## config.mk

```make
export PLATFORM = sky130hd
export DESIGN_NAME = ulc_top
export DESIGN_NICKNAME = d
export VERILOG_FILES = /design/src/inc/ulc_pkg.sv /design/src/ulc_top.sv
export SDC_FILE = /design/constraint.sdc
export NUM_CORES = 1
export LEC_CHECK = 0
export BUFFER_PORTS_ARGS = -buffer_cell sky130_fd_sc_hd__buf_4
export CORE_MARGIN = 2
export CORE_UTILIZATION = 50
export DETAILED_ROUTE_END_ITERATION = 10
export PLACE_DENSITY = 0.78
export SLEW_MARGIN = 0
export SYNTH_ARGS = -nofsm -noshare
export SYNTH_HDL_FRONTEND = slang
export SYNTH_SLANG_ARGS = --single-unit
```

## constraint.sdc

```tcl
create_clock -name ref_clk -period 3 [get_ports ref_clk]
set_input_delay 0.3 -clock ref_clk [delete_from_list [all_inputs] [get_ports ref_clk]]
set_output_delay 0.3 -clock ref_clk [all_outputs]
set_load 0.1 [all_outputs]
```

## src/inc/ulc_pkg.sv

```systemverilog
// Constants and types for the UART line/FIFO/modem control block
// Contract
// - Enhanced mode: CTS input or RTS output rising sets handshake-change bit; code also needs EF_AUTO_IN for CTS, EF_AUTO_OUT for RTS.
// - Status bits 7:6 read 0 with FIFOs off, 1 with FIFOs on.
// - FIFO enable gates all other FIFO control bits in the same write.
// - Receive FIFO reset clears pointers and count, self-clears.
// - Transmit FIFO reset clears pointers and count, self-clears.
// - Block-transfer mode bit stored only, no functional effect.
// - Transmit request below trigger, or at empty if never filled above; code clears the filled-above mark at any load not above trigger.
// - Transmit trigger field writable only with enhanced mode set.
// - One trigger table governs both directions.
// - Table A: rx 1/4/8/14, tx 1; table B: rx 8/16/24/28, tx 16/8/24/30.
// - Table C: rx 8/16/56/60, tx 8/16/32/56; table D programmable.
// - Receive trigger field resets to 0, level 1.
// - Word length codes give 5 to 8 data bits, reset 5.
// - Stop select: 1 stop, or 1.5 for 5-bit and 2 otherwise.
// - Parity enable adds parity on transmit and checks on receive.
// - Even select 0 odd parity, 1 even parity; code uses even select only for forced parity, PAR_CALC for both senses.
// - Forced parity: bit is 1 when even select 0, else 0.
// - Break bit holds serial output low until cleared.
// - Divisor access bit steers data locations to divisor latches.
// - DTR control bit drives active-low DTR; flow control may override.
// - RTS control bit drives active-low RTS; flow control may override.
// - Pair select routes auto flow control to RTS/CTS or DTR/DSR.
package ulc_pkg;
  localparam int ADDR_W = 4;
  localparam logic [3:0] OFS_DATA = 4'h0;
  localparam logic [3:0] OFS_DIV_HIGH = 4'h1;
  localparam logic [3:0] OFS_STATUS = 4'h2;
  localparam logic [3:0] OFS_LINE = 4'h3;
  localparam logic [3:0] OFS_MODEM = 4'h4;
  localparam logic [3:0] OFS_ENH = 4'h5;
  localparam logic [3:0] OFS_TABLE = 4'h6;
  localparam logic [3:0] OFS_PROG_RX = 4'h7;
  localparam logic [3:0] OFS_PROG_TX = 4'h8;
  localparam logic [3:0] OFS_FORMAT = 4'h9;
  // fifo_control fields
  localparam int FC_EN = 0;
  localparam int FC_RXRST = 1;
  localparam int FC_TXRST = 2;
  localparam int FC_MODE = 3;
  localparam int FC_TXT_LO = 4;
  localparam int FC_RXT_LO = 6;
  // line_format_control fields
  localparam int LC_PEN = 3;
  localparam int LC_EVEN = 4;
  localparam int LC_FORCE = 5;
  localparam int LC_BRK = 6;
  localparam int LC_DIV = 7;
  localparam int LC_STOP = 2;
  // modem_output_control fields
  localparam int MC_DTR = 0;
  localparam int MC_RTS = 1;
  localparam int MC_PAIR = 2;
  // enhanced_feature_reg fields
  localparam int EF_ENH = 4;
  localparam int EF_AUTO_OUT = 6;
  localparam int EF_AUTO_IN = 7;
  localparam int TB_LO = 6;
  localparam logic [7:0] RST_ZERO = 8'h00;
  localparam logic [7:0] RST_DIV_LOW = 8'h01;
  localparam logic [7:0] IDLE_STATUS = 8'h01;
  typedef enum logic [1:0] {TBL_A, TBL_B, TBL_C, TBL_D} ulc_table_t;
  typedef enum logic [1:0] {PAR_NONE, PAR_CALC, PAR_MARK, PAR_SPACE}
    ulc_parity_t;
endpackage : ulc_pkg

```

## src/ulc_top.sv

```systemverilog
// UART channel FIFO, line format and modem output control
//
// Design decisions made here: the placing of the registers and the address-and-strobe port.
`timescale 1ns/100ps
module ulc_top #(
  parameter int FIFO_DEPTH = 64
) (
  // Clock and reset
  input wire logic ref_clk,
  input wire logic reset_n,
  // Register port
  input wire logic [ulc_pkg::ADDR_W-1:0] regAddr,
  input wire logic [7:0] regWrData,
  input wire logic regWrite,
  input wire logic regRead,
  output logic [7:0] regRdData,
  // FIFO state from the data path
  input wire logic [6:0] txCount,
  input wire logic txLoad,
  input wire logic rxFlowStop,
  // Modem pins
  input wire logic ctsIn_n,
  input wire logic dsrIn_n,
  output logic dtrOut_n,
  output logic rtsOut_n,
  // Controls to the data path
  input wire logic txShiftData,
  output logic txSerial,
  output logic rxFifoClear,
  output logic txFifoClear,
  output logic fifoEnable,
  output logic txRequest,
  output logic [6:0] rxTrigLevel,
  output logic [6:0] txTrigLevel,
  output logic [3:0] dataBits,
  output logic [2:0] stopHalfBits,
  output logic parityEnable,
  output logic [1:0] parityMode,
  output logic [15:0] baudDivisor
);
  initial begin
    if (FIFO_DEPTH < 64 || FIFO_DEPTH > 127)
      $error("FIFO_DEPTH must be 64 to 127");
  end

  logic [7:0] fifoCtl_reg, lineCtl_reg, modemCtl_reg, enhFeat_reg;
  logic [7:0] divLow_reg, divHigh_reg, progRx_reg, progTx_reg;
  logic [1:0] table_reg;
  logic hsChange_reg, ctsPrev_reg, rtsPrev_reg;
  logic filledAbove_reg, txReq_reg;
  logic wrFifo, wrData, wrDivHigh;
  logic ctsLevel, rtsAutoHigh, rtsLevel;

  assign wrData = regWrite && regAddr == ulc_pkg::OFS_DATA;
  assign wrDivHigh = regWrite && regAddr == ulc_pkg::OFS_DIV_HIGH;
  // Status location writes the FIFO control word, with or without divisor access
  assign wrFifo = regWrite && regAddr == ulc_pkg::OFS_STATUS;

  // Decode of one trigger table entry
  function automatic logic [6:0] trigLevel(input logic [1:0] tbl,
      input logic [1:0] code, input logic isTx, input logic [7:0] prog);
    logic [6:0] lvl;
    lvl = 7'h01;
    case (ulc_pkg::ulc_table_t'(tbl))
      ulc_pkg::TBL_A:
        lvl = isTx ? 7'h01 : (code == 2'h0 ? 7'h01 : code == 2'h1 ? 7'h04 :
          code == 2'h2 ? 7'h08 : 7'h0e);
      ulc_pkg::TBL_B:
        lvl = isTx ? (code == 2'h0 ? 7'h10 : code == 2'h1 ? 7'h08 :
          code == 2'h2 ? 7'h18 : 7'h1e) : (code == 2'h0 ? 7'h08 :
          code == 2'h1 ? 7'h10 : code == 2'h2 ? 7'h18 : 7'h1c);
      ulc_pkg::TBL_C:
        lvl = isTx ? (code == 2'h0 ? 7'h08 : code == 2'h1 ? 7'h10 :
          code == 2'h2 ? 7'h20 : 7'h38) : (code == 2'h0 ? 7'h08 :
          code == 2'h1 ? 7'h10 : code == 2'h2 ? 7'h38 : 7'h3c);
      ulc_pkg::TBL_D:
        lvl = prog[6:0];
      default: lvl = 7'h01;
    endcase
    return lvl;
  endfunction : trigLevel

  // Other bits only with enable in same write
  always_ff @(posedge ref_clk) begin
    if (!reset_n) begin
      fifoCtl_reg <= ulc_pkg::RST_ZERO;
    end else if (wrFifo) begin
      fifoCtl_reg[ulc_pkg::FC_EN] <= regWrData[ulc_pkg::FC_EN];
      if (regWrData[ulc_pkg::FC_EN]) begin
        fifoCtl_reg[ulc_pkg::FC_MODE] <= regWrData[ulc_pkg::FC_MODE];
        fifoCtl_reg[ulc_pkg::FC_RXT_LO +: 2] <=
          regWrData[ulc_pkg::FC_RXT_LO +: 2];
        if (enhFeat_reg[ulc_pkg::EF_ENH])
          fifoCtl_reg[ulc_pkg::FC_TXT_LO +: 2] <=
            regWrData[ulc_pkg::FC_TXT_LO +: 2];
      end
    end
  end

  // Receive and transmit FIFO reset pulses, never stored
  always_ff @(posedge ref_clk) begin
    if (!reset_n) begin
      rxFifoClear <= 1'b0;
      txFifoClear <= 1'b0;
    end else begin
      rxFifoClear <= wrFifo && regWrData[ulc_pkg::FC_EN] &&
        regWrData[ulc_pkg::FC_RXRST];
      txFifoClear <= wrFifo && regWrData[ulc_pkg::FC_EN] &&
        regWrData[ulc_pkg::FC_TXRST];
    end
  end

  always_ff @(posedge ref_clk) begin
    if (!reset_n) begin
      lineCtl_reg <= ulc_pkg::RST_ZERO;
      modemCtl_reg <= ulc_pkg::RST_ZERO;
      enhFeat_reg <= ulc_pkg::RST_ZERO;
      table_reg <= 2'h0;
      progRx_reg <= ulc_pkg::RST_DIV_LOW;
      progTx_reg <= ulc_pkg::RST_DIV_LOW;
    end else if (regWrite) begin
      case (regAddr)
        ulc_pkg::OFS_LINE: lineCtl_reg <= regWrData;
        ulc_pkg::OFS_MODEM: modemCtl_reg <= regWrData;
        ulc_pkg::OFS_ENH: enhFeat_reg <= regWrData;
        // Last table selection applies to both sides
        ulc_pkg::OFS_TABLE: table_reg <= regWrData[ulc_pkg::TB_LO +: 2];
        ulc_pkg::OFS_PROG_RX: progRx_reg <= regWrData;
        ulc_pkg::OFS_PROG_TX: progTx_reg <= regWrData;
        default: ;
      endcase
    end
  end

  // Divisor latches behind the data locations
  always_ff @(posedge ref_clk) begin
    if (!reset_n) begin
      divLow_reg <= ulc_pkg::RST_DIV_LOW;
      divHigh_reg <= ulc_pkg::RST_ZERO;
    end else begin
      if (wrData && lineCtl_reg[ulc_pkg::LC_DIV])
        divLow_reg <= regWrData;
      if (wrDivHigh && lineCtl_reg[ulc_pkg::LC_DIV])
        divHigh_reg <= regWrData;
    end
  end

  assign fifoEnable = fifoCtl_reg[ulc_pkg::FC_EN];
  assign rxTrigLevel = trigLevel(table_reg,
    fifoCtl_reg[ulc_pkg::FC_RXT_LO +: 2], 1'b0, progRx_reg);
  assign txTrigLevel = trigLevel(table_reg,
    fifoCtl_reg[ulc_pkg::FC_TXT_LO +: 2], 1'b1, progTx_reg);

  // Transmit request by level or by empty
  always_ff @(posedge ref_clk) begin
    if (!reset_n) begin
      filledAbove_reg <= 1'b0;
      txReq_reg <= 1'b0;
    end else begin
      if (txLoad)
        filledAbove_reg <= txCount > txTrigLevel;
      txReq_reg <= filledAbove_reg ? txCount < txTrigLevel
        : txCount == 7'h00;
    end
  end
  assign txRequest = txReq_reg;

  assign dataBits = 4'h5 + {2'h0, lineCtl_reg[1:0]};
  assign stopHalfBits = !lineCtl_reg[ulc_pkg::LC_STOP] ? 3'h2 :
    (lineCtl_reg[1:0] == 2'h0 ? 3'h3 : 3'h4);
  assign parityEnable = lineCtl_reg[ulc_pkg::LC_PEN];
  // Calculated parity without odd/even choice, forced mark or space
  assign parityMode = !lineCtl_reg[ulc_pkg::LC_PEN] ? ulc_pkg::PAR_NONE :
    !lineCtl_reg[ulc_pkg::LC_FORCE] ? ulc_pkg::PAR_CALC :
    (lineCtl_reg[ulc_pkg::LC_EVEN] ? ulc_pkg::PAR_SPACE : ulc_pkg::PAR_MARK);
  assign txSerial = txShiftData && !lineCtl_reg[ulc_pkg::LC_BRK];
  assign baudDivisor = {divHigh_reg, divLow_reg};

  // Auto flow control onto the selected pair
  assign rtsAutoHigh = enhFeat_reg[ulc_pkg::EF_AUTO_OUT] && rxFlowStop;
  assign dtrOut_n = !modemCtl_reg[ulc_pkg::MC_DTR] ||
    (rtsAutoHigh && modemCtl_reg[ulc_pkg::MC_PAIR]);
  assign rtsOut_n = !modemCtl_reg[ulc_pkg::MC_RTS] ||
    (rtsAutoHigh && !modemCtl_reg[ulc_pkg::MC_PAIR]);
  assign ctsLevel = modemCtl_reg[ulc_pkg::MC_PAIR] ? dsrIn_n : ctsIn_n;
  assign rtsLevel = modemCtl_reg[ulc_pkg::MC_PAIR] ? dtrOut_n : rtsOut_n;

  // Rising handshake pin sets change bit; set beats read clear
  always_ff @(posedge ref_clk) begin
    if (!reset_n) begin
      ctsPrev_reg <= 1'b0;
      rtsPrev_reg <= 1'b1;
      hsChange_reg <= 1'b0;
    end else begin
      ctsPrev_reg <= ctsLevel;
      rtsPrev_reg <= rtsLevel;
      if (enhFeat_reg[ulc_pkg::EF_ENH] && ((ctsLevel && !ctsPrev_reg &&
          enhFeat_reg[ulc_pkg::EF_AUTO_IN]) || (rtsLevel && !rtsPrev_reg &&
          enhFeat_reg[ulc_pkg::EF_AUTO_OUT])))
        hsChange_reg <= 1'b1;
      else if (regRead && regAddr == ulc_pkg::OFS_STATUS)
        hsChange_reg <= 1'b0;
    end
  end

  always_ff @(posedge ref_clk) begin
    if (!reset_n) begin
      regRdData <= ulc_pkg::RST_ZERO;
    end else if (regRead) begin
      case (regAddr)
        ulc_pkg::OFS_DATA: regRdData <= lineCtl_reg[ulc_pkg::LC_DIV] ?
          divLow_reg : ulc_pkg::RST_ZERO;
        ulc_pkg::OFS_DIV_HIGH: regRdData <= lineCtl_reg[ulc_pkg::LC_DIV] ?
          divHigh_reg : ulc_pkg::RST_ZERO;
        ulc_pkg::OFS_STATUS: regRdData <= {{2{fifoEnable}},
          hsChange_reg, 4'h0, !hsChange_reg};
        ulc_pkg::OFS_LINE: regRdData <= lineCtl_reg;
        ulc_pkg::OFS_MODEM: regRdData <= modemCtl_reg;
        ulc_pkg::OFS_ENH: regRdData <= enhFeat_reg;
        ulc_pkg::OFS_TABLE: regRdData <= {table_reg, 6'h00};
        ulc_pkg::OFS_PROG_RX: regRdData <= progRx_reg;
        ulc_pkg::OFS_PROG_TX: regRdData <= progTx_reg;
        ulc_pkg::OFS_FORMAT: regRdData <= fifoCtl_reg;
        default: regRdData <= ulc_pkg::RST_ZERO;
      endcase
    end else begin
      regRdData <= ulc_pkg::RST_ZERO;
    end
  end
endmodule : ulc_top

```

After elaboration in Yosys (flattened, before gate mapping)
Index checks and enable logic that the tools add are counted.
{"block": "totals", "regBits": 79, "in_bits": 28, "output_inout_bits": 55, "wordCells": 112}
{"block": "op_classes", "add_sub_neg": 1, "order_cmp": 2, "eq_ne": 16, "n_mux": 30, "reduce_logical": 44}
{"op": "8-bit one-hot mux with 10 select lines", "count": 1}
{"op": "7-bit one-hot mux with 4 select lines", "count": 2}
{"op": "6-bit 2-to-1 mux", "count": 4}
{"op": "5-bit 2-to-1 mux", "count": 4}
{"op": "1-bit logical AND", "count": 18}
{"op": "3-bit 2-to-1 mux", "count": 6}
{"op": "4-bit by 3-bit == test with 1-bit output, second input constant", "count": 4}
{"op": "8-bit 2-to-1 mux", "count": 2}
{"op": "2-bit AND reduction", "count": 8}
{"op": "4-bit 2-to-1 mux", "count": 3}
{"op": "2-bit == test, second input constant", "count": 4}
{"op": "4-bit by 2-bit == test with 1-bit output, second input constant", "count": 2}
{"op": "4-bit == test, second input constant", "count": 2}
{"op": "2-bit zero test", "count": 4}
{"op": "7-bit greater-than comparator", "count": 1}
{"op": "1-bit zero test", "count": 7}
{"op": "7-bit zero test", "count": 1}
{"op": "7-bit < comparator", "count": 1}
{"op": "2-bit by 1-bit == test with 1-bit output, second input constant", "count": 3}
{"op": "1-bit 2-to-1 mux", "count": 6}
{"op": "3-bit by 2-bit adder with 4-bit output, first input constant", "count": 1}
{"op": "4-bit by 1-bit == test with 1-bit output, second input constant", "count": 1}
{"op": "4-bit zero test", "count": 1}
{"op": "2-bit 2-to-1 mux", "count": 2}
{"op": "other kinds (3)", "count": 5}

Logic depth before layout (Yosys ltp)
Gate-level depths: netlist (run 1).
{"block": "logic_depth", "word_depth": 9, "ltp_mapped": 10, "ltp_nobuf": 10}

Least setup slack after synthesis (run 1)
Ideal clock, no wire load.
{"block": "synth_path", "path_type": "register to output", "start": "register table_reg[0]", "end": "output port rxTrigLevel[1]", "arrival_time_ps": 3690, "required_time_ps": 2700, "slack_ps": -990, "path_stages_with_launch": 3, "path_buffers": 1, "cell_sequence": "dfxtp_1 > clkbuf_1 > o41ai_1"}
{"block": "synth_via", "elab_chain_cells": 2, "elab_cells_between_ends": 5, "classes_between": "eq/ne: 3; mux: 1; reduce/logical: 1"}
{"item": "from (decl)", "line": "ulc_top.sv:48", "text": "logic [1:0] table_reg;"}
{"item": "from (signal assigned)", "line": "ulc_top.sv:127", "text": "ulc_pkg::OFS_TABLE: table_reg <= regWrData[ulc_pkg::TB_LO +: 2];"}
{"item": "2-bit == test (tied with other cells)", "line": "ulc_top.sv:64", "text": "case (ulc_pkg::ulc_table_t'(tbl))"}
{"item": "7-bit one-hot mux with 4 select lines *", "line": "ulc_top.sv:64"}
{"item": "to (decl)", "line": "ulc_top.sv:33", "text": "output logic [6:0] rxTrigLevel,"}
Mark *: on every way between the ends. The rest lies on a longest branch, timed or not.

Final worst setup path (run 1)
{"block": "layout_path", "start": "register table_reg[1]", "end": "register filledAbove_reg"}
{"block": "layout_via", "elab_chain_cells": 3, "elab_cells_between_ends": 6, "classes_between": "order compare: 1; eq/ne: 3; mux: 1; reduce/logical: 1"}
{"item": "2-bit == test (tied with other cells)", "line": "ulc_top.sv:64"}
{"item": "7-bit one-hot mux with 4 select lines *", "line": "ulc_top.sv:64"}
{"item": "7-bit greater-than comparator *", "line": "ulc_top.sv:161", "text": "filledAbove_reg <= txCount > txTrigLevel;"}
{"item": "to (signal assigned)", "line": "ulc_top.sv:161"}
{"item": "to (decl)", "line": "ulc_top.sv:50", "text": "logic filledAbove_reg, txReq_reg;"}
Marked as above.
A chain may end at the register's enable or synchronous reset.

==> results of run 1 <==
==> layout by cell type (no fill, tap or decap), types with 3 or more instances in the layout <==
cell type  instances
a21boi_0          14
a21boi_1          14
a21oi_1           14
a22oi_1            4
a31oi_1            4
and2_1             4
and3_1             6
buf_4             85
bufinv_16          4
clkbuf_8           9
dfxtp_1           79
ha_1              13
inv_1             18
mux2_2             8
mux2i_1           43
nand2_1           56
nand2b_1          11
nand3_1           39
nand3_2            3
nand3b_1           3
nor2_1             9
nor2b_1           40
nor3_1             5
o21ai_0           19
o21ai_1            3
o22ai_1            3
==> cell type report <==
cell class,instances,area [µm²],share of cell area
inverter,18,67.56,0.01306
multi-input combinational,360,2506,0.4845
clock inverter,4,120.1,0.02322
timing repair buffer,85,638.1,0.1234
clock buffer,10,127.6,0.02467
sequential,79,1582,0.3058
tap,105,131.4,0.02540
==> logic make-up after synthesis <==
kind of cell	after synthesis
AND/OR/NAND/NOR	194
AO/OA/AOI/OAI	100
flip-flops	79
multiplexers	51
buffers and inverters	50
adder cells (fa/ha/maj)	15
==> tightest hold or removal path: stages <==
cell,delay (ns)
buf_4,0.09
nand2_1,0.06
nand3b_1,0.08
==> metrics by stage <==
step	hold WS [ns]	worst slack [ns]	utilization	power, µW
detailed placement	0.4746	0.4898	0.5934	1332
floorplan	0.4240	0.01640	-	1255
global placement	0.4666	0.6105	0.5934	1328
global route	0.2335	0.3005	0.6232	2390
finish	0.2100	0.4936	0.6232	2315
CTS	0.2060	0.4996	0.6232	2322
==> path summary, 6_finish.rpt <==
path	cells past startpoint	slack, ns	to	from
min	3	0.21	rtsPrev_reg	rxFlowStop
min reg2reg	2	0.48	divLow_reg[4]	divLow_reg[4]
max	7	0.49	filledAbove_reg	table_reg[1]
max reg2reg	7	0.49	filledAbove_reg	table_reg[1]
==> layer usage <==
layer / vias up / share of wire
li1: 1854 / -
met1: 1804 / 0.43
met2: 177 / 0.47
met3: 26 / 0.072
met4: 0 / 0.030
met5: - / 0
==> power by group <==
group          switching [µW]  internal, µW
sequential               11.0          1060
clock                     376           629
combinational             158          83.3
==> impl_metrics.toml, run 1 <==
[outcome]
outcome = "finished clean"

[global_routing]
antenna_found_initial = 0
grt.met3_usage = 0.05275
grt-ovfl-total = 0
grt_util_met2 = 0.4183
grt_pass1_wl_mm = 19.46
met1_usage = 0.3333
busiest_layer = "met2"
grt_pass1_vias = 3771
grt_max_degree = 75
grt_usage = 0.2571

[min_path]
hold_class = "in2reg"

[synthesis]
yosysMostFrequentCell = "dfxtp_1"
synth_top_family_by_area = "simple AND/OR/NAND/NOR gates"
ys.flop_type = "dfxtp_1"
synth_compound_area_frac = 0.1581
synthAdderAreaFrac = 0.04244
ys_seq_area_frac = 0.3674
synth_edf_count = 0
async_flop_share = 0
yosysTopAreaCellShare = 0.3674
yosysTopAreaCell = "dfxtp_1"
synth-simple-area-share = 0.2573
synth.top_cells.by_count = "79 x dfxtp_1, 56 x nand2_1, 43 x mux2i_1, 41 x nor2b_1, 39 x nand3_1"
synth.cell_area_um2 = 4304
synth-warning-count = 0
yosys-top-cells-area = "dfxtp_1 37%, mux2i_1 10%, nor2b_1 6.0%"
syn_area_per_cell_um2 = 8.802
synth_cells = 489
yosys.cell_types.count = 61
synth-seq-cells = 79
synth_nets = 530
synth.area.mux_share = 0.1209
synth_xor_area_frac = 0

[clock_network]
clkTransAtPathRegs_ns = 0.08
post_cts_resized = 0
htreeDepth = 3
clkLatencyLatePin_ns = 0.35
clockBufferDepth = 2
cts-buffers-inserted = 9
clockRootBuffer = "clkbuf_8"
hold_buffers = 0
cts_sinks = 79
cts_tree = "yes"
post_cts_buffers = 0

[timing]
final_hold_viol_count = 0
clock.fmax_mhz = 399.0
slew_headroom = 0.5024
finClkSkew_ns = 0.01086
setup_viol = 0
drv_slew = 0
finalCriticalPeriod_ns = 2.506
worst_pin_slew_ns = 0.7454
rsz0062_at_grt = "false"
min_period_over_period = 0.8355
fin_tns_setup_ns = 0

[routing]
postRouteAntennaNets = 0
drtPass1Iterations = 5
vias = 3861
viasPerCell = 5.841
drt_iter0_markers = 294
wirelength_mm = 11.92
wl_per_cell_um = 18.04
drc = 0

[power_and_ir_drop]
p_leak_uw = 0.002098
ir_drop_mv = 0.3402
cellPowerDensity_nw_per_um2 = 447.6

[setup_path]
crit_arrival_ns = 2.74
critPathKind = "reg2reg"
critPathBufInv = 0
start_kind = "flop"
worstPathRequired_ns = 3.23
crit_family = "compound AO/OA/AOI/OAI gates"
setup.worst_path.end_class = "flop"
cpMaxStageDelayCell = "dfxtp_1"
cp_max_fo = 25
max_stage_delay_ns = 0.80
worstPathCellList = "nand2b_1, o31a_1, ha_1, and3_1, a221o_1, a31oi_1, o21ai_0"

[final_layout]
fin_cells = 661
drive_gt1_frac = 0.2284
syn_to_final_growth_pct = 20.17
finish.instance_area_um2 = 5172
nNetsFinal = 594
fillers = 717
diodes = 0

[place]
placed_area_um2 = 4925
dp_hpwl_mm = 8.368
gp_congestion = 0.9249
port_buffers = 82
dp.cells = 647

[floorplanning]
core-area_um2 = 8299
die-area_um2 = 9366
rows = 33
initial_core_util = 0.5186
dieWidth_um = 96.78
io_pins = 83
die_h_um = 96.78

[run]
drv_cap = 0
No activity file was read; power rests on OpenSTA's default activity.
==> run 2, diff against run 1 <==
--- a/config.mk
+++ b/config.mk
@@ -5,11 +5,12 @@
 export SDC_FILE = /design/constraint.sdc
 export NUM_CORES = 1
 export LEC_CHECK = 0
+export ABC_AREA = 1
 export BUFFER_PORTS_ARGS = -buffer_cell sky130_fd_sc_hd__buf_4
 export CORE_MARGIN = 2
 export CORE_UTILIZATION = 50
 export DETAILED_ROUTE_END_ITERATION = 10
-export PLACE_DENSITY = 0.78
+export PLACE_DENSITY = 0.82
 export SLEW_MARGIN = 0
 export SYNTH_ARGS = -nofsm -noshare
 export SYNTH_HDL_FRONTEND = slang
==> constraint.sdc (replaced) <==
create_clock -name ref_clk -period 2.3 [get_ports ref_clk]
set_input_delay 0.23 -clock ref_clk [delete_from_list [all_inputs] [get_ports ref_clk]]
set_output_delay 0.23 -clock ref_clk [all_outputs]
set_load 0.1 [all_outputs]
==> run 2 against run 1 <==
Sequential share of layout area increased by 0.86 points. Sequential cell count unchanged. Cell count increased by 20%. Via count increased by 13%. First-iteration DRC count increased by 60%. Critical path type is now reg2out.
==> impl_metrics.toml, run 2 <==
[timing]
worst_pin_slew_ns = 0.5892
clock.fmax_mhz = 489.9
finClkSkew_ns = 0.004798
rsz0062_at_grt = "false"
setup_viol = 0
min_period_over_period = 0.8874
drv_slew = 0
slew_headroom = 0.6057
final_hold_viol_count = 0
finalCriticalPeriod_ns = 2.041
setup_slack_ns = 0.2590
finalHoldWorstSlack_ns = 0.05014

[power_and_ir_drop]
cellPowerDensity_nw_per_um2 = 564.9
finalPower_uw = 2849
ir_drop_mv = 0.2994
p_leak_uw = 0.002289

[synthesis]
synth_edf_count = 0
async_flop_share = 0
yosys.cell_types.count = 33
yosysTopAreaCellShare = 0.3849
yosysTopAreaCell = "dfxtp_1"
synth.cell_area_um2 = 4109
synth.top_cells.by_count = "121 x nand2_1, 93 x inv_1, 79 x dfxtp_1, 72 x nand3_1, 62 x a21oi_1"
ys_seq_area_frac = 0.3849
yosys-top-cells-area = "dfxtp_1 38%, nand2_1 11%, nand3_1 8.8%"
ys.flop_type = "dfxtp_1"
synth-seq-cells = 79
synth_cells = 610
syn_area_per_cell_um2 = 6.736
yosysMostFrequentCell = "nand2_1"
synth_nets = 651
synth-warning-count = 0

[clock_network]
clockRootBuffer = "clkbuf_8"
post_cts_resized = 0
cts_tree = "yes"
hold_buffers = 0
cts_sinks = 79
clkLatencyLatePin_ns = 0.36
clkTransAtPathRegs_ns = 0.08
clockBufferDepth = 2
htreeDepth = 3
post_cts_buffers = 0
cts-buffers-inserted = 9

[floorplanning]
die_h_um = 94.65
rows = 33
die-area_um2 = 8959
initial_core_util = 0.5077
dieWidth_um = 94.65
io_pins = 83
core-area_um2 = 8093

[place]
dp_hpwl_mm = 8.731
dp_slack_ns = 0.3728
gp_congestion = 0.9841
placed_area_um2 = 4838
port_buffers = 82

[setup_path]
critPathKind = "reg2out"
setup.worst_path.end_class = "primary output"
cp_max_fo = 5
crit_arrival_ns = 1.81
start_kind = "flop"
worstPathRequired_ns = 2.07
rr_worst_depth = 10

[final_layout]
fillers = 760
diodes = 0
syn_to_final_growth_pct = 22.75
multi_input_area_um2 = 2086
final_cell_mix = "121 x nand2_1, 91 x inv_1, 90 x buf_4"
nNetsFinal = 723
fin_util = 0.6232
drive_gt1_frac = 0.1965
ff_latch_area_um2 = 1585
final_common_cell = "nand2_1"
finish.instance_area_um2 = 5044

[routing]
wl_per_cell_um = 15.39
vias = 4363
viasPerCell = 5.509
drtPass1Iterations = 5
wirelength_mm = 12.19
postRouteAntennaNets = 0
drt_iter0_markers = 470
drc = 0

[global_routing]
antenna_found_initial = 0
grt_usage = 0.2832
grt_max_degree = 30
grt_pass1_vias = 3992
grt-ovfl-total = 0
grt_pass1_wl_mm = 19.67

[outcome]
outcome = "finished clean"

[run]
drv_cap = 0

[min_path]
hold_depth = 2
hold_class = "in2reg"
run 2: cell count changes after synthesis, sizes merged, moves of 7 or more:
cell    previous run  this run
inv               18        95
o21ai             22        51
nand2             57       124
nor2              11        55
and3               7         0
nand2b            11         0
a21oi             14        62
a21boi            28         0
nand3             42        75
nand4              2        11
mux2i             43         0
nor2b             41         0
mux2               8         0
clkbuf            18        10
run 2: cell type report:
| cell class | count | area share |
|---|---|---|
| flip-flops and latches | 79 | 0.3143 |
| clock buffers | 12 | 0.02679 |
| repair buffers | 90 | 0.1340 |
| multi-input cells | 406 | 0.4135 |
| clock inverters | 4 | 0.01389 |
| well taps | 105 | 0.02605 |
| inverters | 96 | 0.07145 |
run 2: final timing paths:
check	start	to	slack (ns)
max reg2reg	fifoCtl_reg[5]	txRequest	0.38
min reg2reg	modemCtl_reg[4]	modemCtl_reg[4]	0.45
max	fifoCtl_reg[5]	txTrigLevel[3]	0.26
min	txLoad	filledAbove_reg	0.05
run 2: cells by family (layout without fill, tap and decap cells):
logic type      after synthesis  in the layout  share of synthesized area
fa+ha+maj                    13             13                    0.03959
buf+inv                     125            202                     0.1264
simple gates                270            270                     0.2932
compound gates              123            123                     0.1559
flops                        79             79                     0.3849
run 2: per-layer routing:
layer,track usage,routed length [µm],part of all wire
met1,0.3774,5198,0.43
met2,0.4403,5658,0.46
met3,0.05986,1003,0.082
met4,0.1280,331,0.027
met5,0,0,0
run 2: per-stage QoR:
stage / setup TNS [ns] / instances
6_report: 0 / 792
2_1_floorplan: -0.6543 / 610
3_3_place_gp: 0 / 776
5_1_grt: 0 / 792
3_5_place_dp: 0 / 776
4_1_cts: 0 / 792
run 2: worst max-delay path, stage by stage (launching register included):
cell      delay (ns)
dfxtp_2         0.37
inv_1           0.07
ha_2            0.32
inv_1           0.03
a221oi_1        0.35
inv_1           0.07
buf_4           0.24
run 2: report_power, final:
group / total (µW) / switching (µW) / internal, µW
Clock: 1110 / 499 / 609
Combinational: 339 / 247 / 92.5
Sequential: 1400 / 14.9 / 1390
